--- config.mk ---
export PLATFORM = sky130hd
export DESIGN_NAME = timer_event_counter_pair
export DESIGN_NICKNAME = d
export VERILOG_FILES = /design/src/rtl/tec_pkg.sv /design/src/rtl/timer_event_counter_pair.sv
export SDC_FILE = /design/constraint.sdc
export NUM_CORES = 1
export LEC_CHECK = 0
export BUFFER_PORTS_ARGS = -buffer_cell sky130_fd_sc_hd__buf_2
export CORE_MARGIN = 5
export CORE_UTILIZATION = 40
export DETAILED_ROUTE_END_ITERATION = 8
export RECOVER_POWER = 50
export SLEW_MARGIN = 20
export SYNTH_ARGS = -nofsm -noshare
export SYNTH_HDL_FRONTEND = slang
export SYNTH_SLANG_ARGS = --single-unit
--- constraint.sdc ---
create_clock -name core_clk -period 1.84 [get_ports core_clk]
set_input_delay 0.092 -clock core_clk [delete_from_list [all_inputs] [get_ports core_clk]]
set_output_delay 0.092 -clock core_clk [all_outputs]
set_load 0.02 [all_outputs]
--- src/rtl/tec_pkg.sv ---
// package: register map, control fields and timing constants of the timer/event counter pair
// Operation
// - counter 1 prescaler codes divide by 1..16
// - event mode counts on selected input edge
// - pulse mode starts/stops on opposite edges
// - counting only while run-enable bit 4 set
// - bit 5 picks sysclk/4 or RC oscillator (counter 0 uses sysclk undivided instead of sysclk/4)
// - bits 7:6 select event, timer, pulse mode
// - pulse mode reacts to edges, not levels
// - overflow reloads preload and requests interrupt
// - pulse mode clears run-enable after measurement
// - overflow of either counter wakes the device
// - interrupt enable 0 blocks overflow interrupt
// - stopped counter loads written preload value
// - running counter keeps count, preload only updated
// - counter reads freeze counting during access
// - counters run up to all ones then overflow
// - low byte buffered, high byte write transfers both
// - high read latches low byte into buffer
// - overflow flags at bits 5 and 6
`default_nettype none

package tec_pkg;

   // ************************************************************
   // register indices, byte address is four times the index
   // ************************************************************
   localparam logic [5:0] IDX_IRQ_CONTROL   = 6'h0b;
   localparam logic [5:0] IDX_CTR0_VALUE    = 6'h0d;
   localparam logic [5:0] IDX_CTR0_CONTROL  = 6'h0e;
   localparam logic [5:0] IDX_CTR1_HIGH     = 6'h0f;
   localparam logic [5:0] IDX_CTR1_LOW      = 6'h10;
   localparam logic [5:0] IDX_CTR1_CONTROL  = 6'h11;

   // ************************************************************
   // fields and codes
   // ************************************************************
   localparam int         BIT_CTR0_IRQ_ENABLE = 0;
   localparam int         BIT_CTR1_IRQ_ENABLE = 1;
   localparam int         BIT_CTR0_FLAG       = 5;
   localparam int         BIT_CTR1_FLAG       = 6;
   localparam logic [1:0] MODE_UNUSED         = 2'h0;
   localparam logic [1:0] MODE_EVENT          = 2'h1;
   localparam logic [1:0] MODE_TIMER          = 2'h2;
   localparam logic [1:0] MODE_PULSE          = 2'h3;
   localparam logic [2:0] CTR0_PSC_MAX        = 3'h6;
   localparam logic [2:0] CTR1_PSC_MAX        = 3'h4;
   localparam logic [7:0] CONTROL_RESET       = 8'h00;
   localparam logic [1:0] SYS_DIV_LAST        = 2'h3;

   // ************************************************************
   // control register layout, bit 7 down to bit 0
   // ************************************************************
   typedef struct packed {
      logic [1:0] mode;
      logic       clock_source;
      logic       run_enable;
      logic       edge_select;
      logic [2:0] prescale;
   } ctrl_t;

endpackage : tec_pkg

`default_nettype wire

--- src/rtl/timer_event_counter_pair.sv ---
// timer/event counter pair: 8-bit counter 0, 16-bit counter 1, apb register slave
//
// Our own choice: the APB register port.
`default_nettype none

module timer_event_counter_pair
   import tec_pkg::*;
(
   input  wire logic        core_clk,
   input  wire logic        rst_n,
   input  wire logic        psel,
   input  wire logic        penable,
   input  wire logic        pwrite,
   input  wire logic [7:0]  paddr,
   input  wire logic [31:0] pwdata,
   output logic [31:0]      prdata,
   output logic             pready,
   output logic             pslverr,
   input  wire logic        ctr0_external_input,
   input  wire logic        ctr1_external_input,
   input  wire logic        rc_osc,
   output logic             ctr0_irq,
   output logic             ctr1_irq,
   output logic             wake
);

   // ************************************************************
   // helpers
   // ************************************************************
   function automatic logic presc_hit(input logic [6:0] cnt, input logic [2:0] code, input logic [2:0] max_code);
      logic [2:0] c;
      logic [6:0] mask;
      c    = (code > max_code) ? max_code : code;
      mask = 7'((8'h01 << c) - 8'h01);
      return (cnt & mask) == mask;
   endfunction : presc_hit

   function automatic logic count_step(input ctrl_t c, input logic rise, input logic fall,
                                       input logic tick, input logic meas);
      case (c.mode)
         MODE_EVENT: return c.run_enable & (c.edge_select ? fall : rise);
         MODE_TIMER: return c.run_enable & tick;
         MODE_PULSE: return c.run_enable & meas & tick;
         default:    return 1'b0;
      endcase
   endfunction : count_step

   // ************************************************************
   // apb decode
   // ************************************************************
   logic [5:0]  idx;
   logic        aligned;
   logic        access;
   logic        wr_irq, wr_c0, wr_c0c, wr_c1h, wr_c1l, wr_c1c, rd_c1h;
   logic        block0, block1;
   logic        pready_q;
   logic [31:0] prdata_q;
   logic        pslverr_q;

   assign idx     = paddr[7:2];
   assign aligned = paddr[1:0] == 2'h0;
   assign access  = psel & penable & pready_q;
   assign wr_irq  = access & pwrite & aligned & (idx == IDX_IRQ_CONTROL);
   assign wr_c0   = access & pwrite & aligned & (idx == IDX_CTR0_VALUE);
   assign wr_c0c  = access & pwrite & aligned & (idx == IDX_CTR0_CONTROL);
   assign wr_c1h  = access & pwrite & aligned & (idx == IDX_CTR1_HIGH);
   assign wr_c1l  = access & pwrite & aligned & (idx == IDX_CTR1_LOW);
   assign wr_c1c  = access & pwrite & aligned & (idx == IDX_CTR1_CONTROL);
   assign rd_c1h  = access & ~pwrite & aligned & (idx == IDX_CTR1_HIGH);
   // held over setup and access so the value read and the low-byte latch agree
   assign block0  = psel & ~pwrite & aligned & (idx == IDX_CTR0_VALUE);
   assign block1  = psel & ~pwrite & aligned & (idx == IDX_CTR1_HIGH);

   // ************************************************************
   // state
   // ************************************************************
   ctrl_t       ctl0_q, ctl1_q;
   logic [7:0]  ctr0_q, pre0_q;
   logic [15:0] ctr1_q, pre1_q;
   logic [7:0]  buf1_q;
   logic [6:0]  psc0_q, psc1_q;
   logic [1:0]  sdiv_q;
   logic        rc_prev_q, in0_prev_q, in1_prev_q;
   logic        meas0_q, meas1_q;
   logic        en0_q, en1_q, flag0_q, flag1_q;
   logic        irq0_q, irq1_q, wake_q;

   // ************************************************************
   // clock sources and prescalers
   // ************************************************************
   logic rc_tick, sys4_tick, src0, src1, tick0, tick1;
   logic rise0, fall0, rise1, fall1;

   assign rc_tick   = rc_osc & ~rc_prev_q;
   assign sys4_tick = sdiv_q == SYS_DIV_LAST;
   assign src0      = ctl0_q.clock_source ? rc_tick : 1'b1;
   assign src1      = ctl1_q.clock_source ? rc_tick : sys4_tick;
   assign tick0     = src0 & presc_hit(psc0_q, ctl0_q.prescale, CTR0_PSC_MAX);
   assign tick1     = src1 & presc_hit(psc1_q, ctl1_q.prescale, CTR1_PSC_MAX);
   assign rise0     = ctr0_external_input & ~in0_prev_q;
   assign fall0     = ~ctr0_external_input & in0_prev_q;
   assign rise1     = ctr1_external_input & ~in1_prev_q;
   assign fall1     = ~ctr1_external_input & in1_prev_q;

   always_ff @(posedge core_clk or negedge rst_n) begin
      if (!rst_n) begin
         sdiv_q     <= 2'h0;
         rc_prev_q  <= 1'b0;
         in0_prev_q <= 1'b0;
         in1_prev_q <= 1'b0;
      end else begin
         sdiv_q     <= sdiv_q + 2'h1;
         rc_prev_q  <= rc_osc;
         in0_prev_q <= ctr0_external_input;
         in1_prev_q <= ctr1_external_input;
      end
   end

   // prescalers run free so a code change takes effect within one period
   always_ff @(posedge core_clk or negedge rst_n) begin
      if (!rst_n) begin
         psc0_q <= 7'h00;
         psc1_q <= 7'h00;
      end else begin
         if (src0) begin
            psc0_q <= psc0_q + 7'h01;
         end
         if (src1) begin
            psc1_q <= psc1_q + 7'h01;
         end
      end
   end

   // ************************************************************
   // pulse-width measurement state
   // ************************************************************
   logic start0, stop0, start1, stop1, pulse0, pulse1;

   assign pulse0 = (ctl0_q.mode == MODE_PULSE) & ctl0_q.run_enable;
   assign pulse1 = (ctl1_q.mode == MODE_PULSE) & ctl1_q.run_enable;
   assign start0 = pulse0 & ~meas0_q & (ctl0_q.edge_select ? rise0 : fall0);
   assign stop0  = pulse0 & meas0_q & (ctl0_q.edge_select ? fall0 : rise0);
   assign start1 = pulse1 & ~meas1_q & (ctl1_q.edge_select ? rise1 : fall1);
   assign stop1  = pulse1 & meas1_q & (ctl1_q.edge_select ? fall1 : rise1);

   always_ff @(posedge core_clk or negedge rst_n) begin
      if (!rst_n) begin
         meas0_q <= 1'b0;
         meas1_q <= 1'b0;
      end else begin
         meas0_q <= pulse0 & (start0 | (meas0_q & ~stop0));
         meas1_q <= pulse1 & (start1 | (meas1_q & ~stop1));
      end
   end

   // ************************************************************
   // control registers
   // ************************************************************
   always_ff @(posedge core_clk or negedge rst_n) begin
      if (!rst_n) begin
         ctl0_q <= ctrl_t'(CONTROL_RESET);
         ctl1_q <= ctrl_t'(CONTROL_RESET);
      end else begin
         // a software write in the same cycle overrides the automatic clear
         if (wr_c0c) begin
            ctl0_q <= ctrl_t'(pwdata[7:0]);
         end else if (stop0) begin
            ctl0_q.run_enable <= 1'b0;
         end
         if (wr_c1c) begin
            ctl1_q <= ctrl_t'(pwdata[7:0]);
         end else if (stop1) begin
            ctl1_q.run_enable <= 1'b0;
         end
      end
   end

   // ************************************************************
   // counters
   // ************************************************************
   logic inc0, inc1, ovf0, ovf1;

   assign inc0 = count_step(ctl0_q, rise0, fall0, tick0, meas0_q) & ~block0;
   assign inc1 = count_step(ctl1_q, rise1, fall1, tick1, meas1_q) & ~block1;
   assign ovf0 = inc0 & (&ctr0_q);
   assign ovf1 = inc1 & (&ctr1_q);

   // contents are zero after reset only to keep simulation clean; software must load first
   always_ff @(posedge core_clk or negedge rst_n) begin
      if (!rst_n) begin
         ctr0_q <= 8'h00;
         pre0_q <= 8'h00;
      end else begin
         if (wr_c0) begin
            pre0_q <= pwdata[7:0];
         end
         if (wr_c0 & ~ctl0_q.run_enable) begin
            ctr0_q <= pwdata[7:0];
         end else if (ovf0) begin
            ctr0_q <= pre0_q;
         end else if (inc0) begin
            ctr0_q <= ctr0_q + 8'h01;
         end
      end
   end

   always_ff @(posedge core_clk or negedge rst_n) begin
      if (!rst_n) begin
         ctr1_q <= 16'h0000;
         pre1_q <= 16'h0000;
         buf1_q <= 8'h00;
      end else begin
         if (wr_c1l) begin
            buf1_q <= pwdata[7:0];
         end else if (rd_c1h) begin
            buf1_q <= ctr1_q[7:0];
         end
         if (wr_c1h) begin
            pre1_q <= {pwdata[7:0], buf1_q};
         end
         if (wr_c1h & ~ctl1_q.run_enable) begin
            ctr1_q <= {pwdata[7:0], buf1_q};
         end else if (ovf1) begin
            ctr1_q <= pre1_q;
         end else if (inc1) begin
            ctr1_q <= ctr1_q + 16'h0001;
         end
      end
   end

   // ************************************************************
   // interrupt control, flags and wake-up
   // ************************************************************
   always_ff @(posedge core_clk or negedge rst_n) begin
      if (!rst_n) begin
         en0_q   <= 1'b0;
         en1_q   <= 1'b0;
         flag0_q <= 1'b0;
         flag1_q <= 1'b0;
      end else begin
         if (wr_irq) begin
            en0_q <= pwdata[BIT_CTR0_IRQ_ENABLE];
            en1_q <= pwdata[BIT_CTR1_IRQ_ENABLE];
         end
         // writing 0 clears a flag, an overflow in the same cycle still sets it
         flag0_q <= ovf0 | (flag0_q & ~(wr_irq & ~pwdata[BIT_CTR0_FLAG]));
         flag1_q <= ovf1 | (flag1_q & ~(wr_irq & ~pwdata[BIT_CTR1_FLAG]));
      end
   end

   always_ff @(posedge core_clk or negedge rst_n) begin
      if (!rst_n) begin
         irq0_q <= 1'b0;
         irq1_q <= 1'b0;
         wake_q <= 1'b0;
      end else begin
         irq0_q <= flag0_q & en0_q;
         irq1_q <= flag1_q & en1_q;
         wake_q <= ovf0 | ovf1;
      end
   end

   // ************************************************************
   // apb response, no wait state; read data is registered in the setup cycle so it comes from a flop
   // ************************************************************
   logic [31:0] rd_mux;
   logic        mapped;

   always_comb begin
      rd_mux = 32'h0000_0000;
      mapped = aligned;
      case (idx)
         IDX_IRQ_CONTROL:  rd_mux[7:0] = 8'({flag1_q, flag0_q, 3'h0, en1_q, en0_q});
         IDX_CTR0_VALUE:   rd_mux[7:0] = ctr0_q;
         IDX_CTR0_CONTROL: rd_mux[7:0] = ctl0_q;
         IDX_CTR1_HIGH:    rd_mux[7:0] = ctr1_q[15:8];
         IDX_CTR1_LOW:     rd_mux[7:0] = buf1_q;
         IDX_CTR1_CONTROL: rd_mux[7:0] = ctl1_q;
         default:          mapped = 1'b0;
      endcase
   end

   always_ff @(posedge core_clk or negedge rst_n) begin
      if (!rst_n) begin
         pready_q  <= 1'b0;
         prdata_q  <= 32'h0000_0000;
         pslverr_q <= 1'b0;
      end else begin
         pready_q  <= psel & ~penable & ~pready_q;
         if (psel & ~penable) begin
            prdata_q  <= pwrite ? 32'h0000_0000 : rd_mux;
            pslverr_q <= ~mapped;
         end else if (access) begin
            prdata_q  <= 32'h0000_0000;
            pslverr_q <= 1'b0;
         end
      end
   end

   assign prdata   = prdata_q;
   assign pready   = pready_q;
   assign pslverr  = pslverr_q;
   assign ctr0_irq = irq0_q;
   assign ctr1_irq = irq1_q;
   assign wake     = wake_q;
endmodule : timer_event_counter_pair

`default_nettype wire

# Word-level counts from Yosys, hierarchy flattened
# Index checks and enable logic that the tools add are counted.
[word_totals]
regBits = 134
inputBits = 48
wordCells = 186
out_inout_bits = 37
[op_classes]
mux = 29
n_eq_ne = 15
order_cmp = 2
shifts = 2
n_reduce_logical = 10
n_bitwise = 88
addsub = 7
[op_table]
columns = ["operator", "n"]
rows = [
  ["$mux W32", 2],
  ["$and A1 B1 Y1", 60],
  ["$mux W16", 3],
  ["$mux W8", 6],
  ["$pmux W8 S6", 1],
  ["$eq A6 B4 Y1 const B", 4],
  ["$not A1 Y1", 21],
  ["$add A16 B1 Y16 const B", 1],
  ["$reduce_and A16 Y1", 1],
  ["$add A7 B1 Y7 const B", 2],
  ["$and A7 B7 Y7", 2],
  ["$eq A7 B7 Y1", 2],
  ["$shl A1 B3 Y7 const A", 2],
  ["$sub A7 B1 Y7 const B", 2],
  ["$mux W1", 13],
  ["$eq A6 B5 Y1 const B", 2],
  ["$eq A2 B2 Y1 const B", 5],
  ["$add A8 B1 Y8 const B", 1],
  ["$reduce_and A8 Y1", 1],
  ["$reduce_bool A2 Y1", 4],
  ["$gt A3 B3 Y1 const B", 2],
  ["$mux W3", 2],
  ["$pmux W1 S3", 2],
  ["$reduce_bool A3 Y1", 2],
  ["other kinds (5)", 10],
]

# Depth between registers and ports, before layout
# Gate-level depths: netlist of run 1.
[depth]
word_depth = 13
ltp_mapped = 9
ltp_nobuf = 7

# Worst setup path after synthesis of run 1
# OpenSTA, ideal clock, no wires.
[synth_timing]
kind = "flip-flop to flip-flop"
start = "register ctr1_q[0]"
end = "register ctr1_q[15]"
path_slack_ns = -0.205
setup_ns = 0.126
required_ns = 1.714
path_stages_with_launch = 9
t_arrival_ns = 1.919
path_buffers = 1
period_less_slack_ns = 2.045
cell_sequence = "dfrtp_1 -> ha_1 -> nand4_2 -> nor4_4 -> nand4_4 -> buf_6 -> nor2_2 -> nor3_1 -> a221o_1"
[synth_via]
elab_chain_len = 4
word_cells_on_any_way = 7
classes_between = "1 x add/sub; 3 x mux; 1 x bitwise; 2 x reduce/logical"
[synth_lines]
columns = ["item", "line_no", "source"]
rows = [
  ["start, declared", "timer_event_counter_pair.sv:79", "logic [15:0] ctr1_q, pre1_q;"],
  ["start signal, assigned", "timer_event_counter_pair.sv:222", "ctr1_q <= {pwdata[7:0], buf1_q};"],
  ["start signal, assigned", "timer_event_counter_pair.sv:224", "ctr1_q <= pre1_q;"],
  ["start signal, assigned", "timer_event_counter_pair.sv:226", "ctr1_q <= ctr1_q + 16'h0001;"],
  ["$add A16 B1 Y16 or $reduce_and A16 Y1 (tied branches)", "timer_event_counter_pair.sv:226, timer_event_counter_pair.sv:186", ""],
  ["$mux W16 or $and A1 B1 Y1 (tied branches)", "timer_event_counter_pair.sv:225, timer_event_counter_pair.sv:186", ""],
  ["$mux W16", "timer_event_counter_pair.sv:223", "end else if (ovf1) begin"],
  ["$mux W16", "timer_event_counter_pair.sv:221", "if (wr_c1h & ~ctl1_q.run_enable) begin"],
]
# Parallel ways exist; a longest one is shown, timed or not. The select of a mux whose other input is x is not followed.
# A chain may end at the register's enable or synchronous reset.

# Worst setup path in the final report of run 1
[layout_timing]
start = "register in1_prev_q"
end = "register ctr1_q[0]"
[layout_via]
elab_chain_len = 9
word_cells_on_any_way = 11
classes_between = "4 x mux; 6 x bitwise; 1 x reduce/logical"
[layout_lines]
columns = ["item", "line_no", "source"]
rows = [
  ["start, declared", "timer_event_counter_pair.sv:83", "logic rc_prev_q, in0_prev_q, in1_prev_q;"],
  ["start signal, assigned", "timer_event_counter_pair.sv:115", "in1_prev_q <= ctr1_external_input;"],
  ["$not A1 Y1", "timer_event_counter_pair.sv:102", "assign rise1 = ctr1_external_input & ~in1_prev_q;"],
  ["$and A1 B1 Y1", "timer_event_counter_pair.sv:102", ""],
  ["$mux W1 (*)", "timer_event_counter_pair.sv:41", "MODE_EVENT: return c.run_enable & (c.edge_select ? fall : rise);"],
  ["$and A1 B1 Y1 (*)", "timer_event_counter_pair.sv:41", ""],
  ["$pmux W1 S3 (*)", "timer_event_counter_pair.sv:40", "case (c.mode)"],
  ["$and A1 B1 Y1 (*)", "timer_event_counter_pair.sv:184", "assign inc1 = count_step(ctl1_q, rise1, fall1, tick1, meas1_q) & ~block1;"],
  ["$and A1 B1 Y1", "timer_event_counter_pair.sv:186", "assign ovf1 = inc1 & (&ctr1_q);"],
  ["$mux W16", "timer_event_counter_pair.sv:223", ""],
  ["$mux W16", "timer_event_counter_pair.sv:221", ""],
]
# Mark *: on every way between the ends. The rest lies on a longest branch, timed or not.

==> results of run 1 <==
==> report_power, final <==
group | switching (µW) | total [µW] | leakage [µW] | internal (µW)
sequential | 147 | 2610 | 0.00142 | 2460
clock | 917 | 2120 | 0.000162 | 1210
combinational | 414 | 767 | 0.00179 | 353
total | 1480 | 5500 | 0.00337 | 4020
==> logic make-up after synthesis <==
logic type / count (synthesis) / share of synthesized area (%)
muxes: 54 / 10.4
xor gates and xnor gates: 21 / 3.21
and+or+nand+nor: 179 / 16.7
AOI/OAI and AO/OA: 125 / 15.7
buffers and inverters: 62 / 6.33
DFF: 106 / 46.3
adders and majority gates: 6 / 1.27
other: 1 / 0.0655
==> sequential cells by signal, indices dropped and copies added (netlist names), 2 cells and up <==
signal	cells
ctr0_q	8
pre1_q	16
psc0_q	6
buf1_q	8
ctr1_q	16
psc1_q	4
ctl0_q	8
sdiv_q	2
ctl1_q	8
pre0_q	8
prdata	8
==> critical path, stage by stage (launching register included) <==
cell and delay [ps]:
dfrtp_1 380, nand2b_4 140, or2_4 240, a211oi_2 200, o221ai_2 160, buf_12 170, and2_4 170, a221o_1 330
==> routing by layer <==
metal	GRT usage [%]	routed length [µm]	vias up
li1	-	-	2204
met1	27.5	7040	2352
met2	29.7	7330	209
met3	2.56	1130	31
met4	7.09	379	0
met5	0	0	-
==> final timing paths <==
check	end	slack (ps)	depth (start not counted)
worst min-delay path	pready	60	3
max in group asynchronous	ctr1_q[8]	270	3
worst max register to register	ctr1_q[0]	-70	7
worst max-delay path	ctr1_q[0]	-70	7
worst min register to register	prdata[2]	470	2
min in group asynchronous	ctl0_q[3]	390	2
==> per-stage QoR <==
step	setup slack, ps	power, µW	hold WS (ps)
after detailed placement	-154	3370	82.3
after CTS	-71.7	5520	47.6
after global placement	-109	3350	70.7
final	-68.7	5500	57.8
after floorplan	-33.0	3060	-204
after global routing	-144	5730	74.5
==> layout by cell type, fill, tap and decap left out, types with 6 or more instances in the layout <==
| cell type | instances |
|---|---|
| a211oi_1 | 9 |
| a21oi_1 | 25 |
| a221o_1 | 20 |
| a22o_1 | 9 |
| buf_2 | 30 |
| buf_4 | 74 |
| clkbuf_1 | 7 |
| clkbuf_16 | 9 |
| conb_1 | 24 |
| dfrtp_1 | 105 |
| inv_1 | 15 |
| mux2_2 | 40 |
| mux2i_1 | 9 |
| nand2_1 | 59 |
| nand3_1 | 12 |
| nand4_1 | 7 |
| nor2_1 | 36 |
| nor2_2 | 8 |
| nor2b_1 | 6 |
| o21ai_0 | 22 |
| xnor2_1 | 12 |
| xor2_1 | 9 |
==> cell type report <==
class,instances,area [µm²]
fill,1268,6820
timing repair buffer,128,932
sequential,106,2650
multi-input combinational,410,2970
tap,180,225
clock inverter,7,98.8
clock buffer,9,225
inverter,17,63.8
==> what timing repair did <==
| action | 4_1_cts | 5_1_grt |
|---|---|---|
| setup endpoints to repair | 40 | 33 |
| buffers inserted | 6 | 6 |
| cloned | 1 | 1 |
| hold buffers | 4 | 0 |
| hold endpoints to repair | 33 | 0 |
| pin swaps | 13 | 12 |
| resized for setup | 12 | 35 |
==> results.cfg, run 1 <==
[floorplanning]
die_w_um = 130
fp.dieH_um = 130
die_area_mm2 = 0.0168
core_area_mm2 = 0.0140
start_util_pct = 41.0
io_pins = 85
row_count = 43

[grt]
grt_pass1_wl_um = 24900
grt_overflow = 0
grt_pass1_vias = 4575
gr-usage-all-layers_pct = 19.2
grt_max_degree = 53
antenna_found_initial = 0

[cells_and_area]
antenna_cells = 0
syn_to_final_growth_pct = 25.2
postLayoutCoreUtil_pct = 51.3
final_area_mm2 = 0.00717
finalNetCount = 725
fin_cells = 857
drive_above_1_share_pct = 33.8

[power_and_ir_drop]
power_density_mw_per_mm2 = 767
leakage_uw = 0.00337
peakVddDrop_mv = 0.404

[logic_synthesis]
synth-async-reset-ratio_pct = 100
synth_edf_count = 0
ys.warnings.count = 0
avgSynthCellArea_um2 = 10.3
yosys.cell_types.count = 68
synthFlopType = dfrtp_1
ys_seq_area_share_pct = 46.3
synth_top_area_share_pct = 46.3
synth-seq-cells = 106
yosys.area.top_type = dfrtp_1
ys_top_cells_by_count = dfrtp_1, nand2_1, mux2_2
yosysMostFrequentCell = dfrtp_1
synthTopCellsByArea = dfrtp_1, mux2_2, nand2_1
postSynthCellCount = 554
synthesis.area_mm2 = 0.00573

[timing]
hold_viol = 0
rsz0062_at_grt = true
period_minus_slack_ps = 1910
fmax_ghz = 0.524
fin_setup_tns_ps = -541
period_share_pct = 104
maxSlewViolCount = 0
maxSlewHeadroom_pct = 41.9
skew_ps = 12.9
setup_viol = 14
worst_pin_slew_ps = 871
fin_ws_ps = -68.7

[clock_network]
clock_sinks = 106
clk_pin_slew_ps = 80
cts.path.max_buffers = 2
numCtsBuffers = 9
cts_tree = built
clk-insertion-delay-late_ps = 360
clock-root-buffer = clkbuf_16
cts_max_level = 3

[route]
remaining_drc_errors = 0
dr_total_vias = 4796
drt-initial-drc-count = 414
wl_um = 15900
avgRoutedWirePerCell_um = 18.5
routed_via_density = 5.60
ant_nets = 0
dr.pass1.iters = 6

[min_path]
hp-start = psel
hold_path_class = input port to register

[setup_path]
critPathLaunch = in1_prev_q
critPathArrivalTime_ps = 2160
cp.required_ps = 2090
crit_type = register to register
crit_fanout = 7
start_kind = register
cp-end-kind = register
r2r_start = in1_prev_q

[status]
run_status = finished with violations
violations = setup timing

[place]
gp_congestion = 0.882
dp_cells = 824
port_buffers = 36
placed_area_mm2 = 0.00658
dp_hpwl_um = 11100

[flow_run]
cap_viol_max_count = 0
No activity file was read; power rests on OpenSTA's default activity.
==> run 2, diff against run 1 <==
- ABC_AREA: default -> 1
- CAP_MARGIN: default -> 30
==> run 2 against run 1 <==
  * The flow now finishes without violations
  * Synthesized cell count is 50% higher
  * Routed wire length is 8.7% higher
  * Register-to-register slack better by 200 ps
  * First-iteration DRC count is 11% higher
  * Via count is 13% higher
  * Fmax is 12% higher
  * Sequential power is 4% lower
  * Clock power is 14% higher
==> results.cfg, run 2 <==
[power_and_ir_drop]
pwr-share-comb_pct = 7.6
internal_power_uw = 4060
total_power_uw = 5330
power_density_mw_per_mm2 = 739
seqPwrFrac_pct = 47.1
swShare_pct = 23.8
peakVddDrop_mv = 0.472
clock_power_share_pct = 45.3
leakage_uw = 0.00373
p_switching_uw = 1270

[logic_synthesis]
synth_edf_count = 0
ys_seq_area_share_pct = 42.9
ys.warnings.count = 0
synthesis.area_mm2 = 0.00618
yosysMostFrequentCell = nand2_1
synthAdderAreaFrac_pct = 1.01
synthXorXnorAreaFrac_pct = 3.12
synthFlopType = dfrtp_1
ys_top_cells_by_count = nand2_1, dfrtp_1, inv_1
postSynthCellCount = 833
synth_mux_area_share_pct = 0
avgSynthCellArea_um2 = 7.42
synth_top_family_by_area = simple AND/OR/NAND/NOR gates
synth-seq-cells = 106
synth_top_area_share_pct = 42.9
synthTopCellsByArea = dfrtp_1, nand2_1, inv_1
synth-async-reset-ratio_pct = 100
yosys.cell_types.count = 38
yosys.area_share.simple_pct = 32.3
yosys.area.top_type = dfrtp_1
synth_compound_area_share_pct = 8.85

[setup_path]
crit_fanout = 15
cp-end-kind = register
r2r_start = ctr1_q[0]
r2r_cells = 10
cp.required_ps = 2090
r2r_end = ctr1_q[9]
critPathArrivalTime_ps = 1960
start_kind = register
path_cells = ha_1 > nand2_1 > nor2_4 > nand4_2 > nor2_4 > inv_4 > nor2_1 > nor2_1 > nand2_1 > nand2_1
crit_type = register to register
slowest_stage = dfrtp_1
timing.reg2reg.setup_slack_ps = 130
slowest_delay_ps = 370
crit_top_cell = nand2_1

[status]
run_status = complete, no violations

[clock_network]
cts.path.max_buffers = 2
cts_tree = built
clk-insertion-delay-late_ps = 360
clk_pin_slew_ps = 70
numCtsBuffers = 9
clock-root-buffer = clkbuf_16
clock_sinks = 106
cts_max_level = 3

[timing]
fin_ws_ps = 130
fmax_ghz = 0.585
hold_viol = 0
maxSlewHeadroom_pct = 31.2
rsz0062_at_grt = false
maxSlewViolCount = 0
period_minus_slack_ps = 1710
worst_pin_slew_ps = 1030
period_share_pct = 92.9
fin_setup_tns_ps = 0
skew_ps = 7.00
setup_viol = 0

[grt]
grt_max_degree = 40
grt_pass1_wl_um = 27600
grt_pass1_vias = 5111
grt_overflow = 0
antenna_found_initial = 0
gr-usage-all-layers_pct = 19.7

[floorplanning]
start_util_pct = 40.7
row_count = 45
fp.dieH_um = 134
core_area_mm2 = 0.0152
die_area_mm2 = 0.0180
die_w_um = 134
io_pins = 85

[min_path]
hold_path_class = input port to register
hp-start = pwdata[2]
hold_depth = 3
hold_end = ctr0_q[2]

[cells_and_area]
layout_commonest_cell = nand2_1
final_cell_mix = nand2_1, dfrtp_1, inv_1
finalNetCount = 961
drive_above_1_share_pct = 13.0
reg_top3 = ctr1_q: 16 flops, pre1_q: 16 flops
antenna_cells = 0
syn_to_final_growth_pct = 16.8

[place]
port_buffers = 36
dp_hpwl_um = 12600
pre_cts_ws_ps = 19.0
gp_congestion = 0.920

[route]
dr.pass1.iters = 5
wl_um = 17200
ant_nets = 0
remaining_drc_errors = 0
avgRoutedWirePerCell_um = 15.7
drt-initial-drc-count = 460
dr_total_vias = 5419
routed_via_density = 4.92

[flow_run]
cap_viol_max_count = 0
## run 2: cell types whose count changed in the layout (fill, tap and decap cells not counted), sizes merged, moves of 20 or more
cell   before  now
inv        19  105
o21ai      27   63
mux2       45    0
a221o      20    0
buf       113   59
nand2      61  254
nand3      13   72
nor2       45   96
## run 2: how the worst max path moves through the flow
stage | startpoint | endpoint | slack [ps] | cells past startpoint
after global routing | ctr1_q[0] | ctr1_q[8] | 4 | 8
after global placement | sdiv_q[0] | ctr1_q[12] | 30 | 11
final | ctr1_q[0] | ctr1_q[9] | 130 | 10
after CTS | sdiv_q[0] | ctr1_q[5] | 80 | 12
after detailed placement | sdiv_q[0] | ctr1_q[6] | 20 | 12
after floorplan | sdiv_q[0] | ctr1_q[2] | 170 | 11
## run 2: critical path, delay by kind of cell, from the launching register on
family,cells,cell delay [ps]
DFF,1,370
buffers and inverters,1,130
and+or+nand+nor,8,900
adders and majority gates,1,190
## run 2: what timing repair did
action,4_1_cts,5_1_grt
gates resized for setup,1,12
endpoints found under the hold margin,39,0
cloned,0,4
setup buffers,0,4
hold buffers,4,0
setup endpoints to repair,3,17
pin swaps,0,5
## run 2: through the flow
step	cells	instance area, µm²	utilization [%]	hold slack (ps)
6_report	1101	7220	47.5	22.8
5_1_grt	1101	7220	47.5	36.7
4_1_cts	1093	7080	46.6	26.7
3_5_place_dp	1073	6660	43.8	108
3_3_place_gp	1073	6660	43.8	107
2_1_floorplan	856	6270	-	-204
## run 2: power groups by stage
stage          Clock [µW]  Combinational [µW]  Sequential, µW
6_report             2420                 407            2510
5_1_grt              2540                 471            2530
4_1_cts              2460                 415            2510
3_5_place_dp            0                 405            2560
3_3_place_gp            0                 401            2560
2_1_floorplan           0                 269            2550
## run 2: cell type report
type / instances / area [µm²]
Fill cell: 1499 / 7990
Multi-Input combinational cell: 602 / 2930
Sequential cell: 106 / 2650
Timing Repair Buffer: 83 / 627
Inverter: 106 / 402
Clock buffer: 10 / 239
Tap cell: 188 / 235
Clock inverter: 6 / 136
## run 2: layer usage
| metal | wire, µm | part of all wire, % | global-route usage (%) | vias to the layer above |
|---|---|---|---|---|
| li1 | - | - | - | 2735 |
| met1 | 8070 | 47 | 27.8 | 2511 |
| met2 | 7720 | 45 | 30.4 | 152 |
| met3 | 1040 | 6.0 | 3.19 | 21 |
| met4 | 419 | 2.4 | 7.52 | 0 |
| met5 | 0 | 0 | 0 | - |
## run 2: cells by family (layout without fill, tap and decap cells)
family / after synthesis / count (layout)
DFF: 106 / 106
adders and majority gates: 5 / 5
xor gates and xnor gates: 22 / 22
AOI/OAI and AO/OA: 98 / 98
and+or+nand+nor: 453 / 453
other: 1 / 24
buffers and inverters: 148 / 205
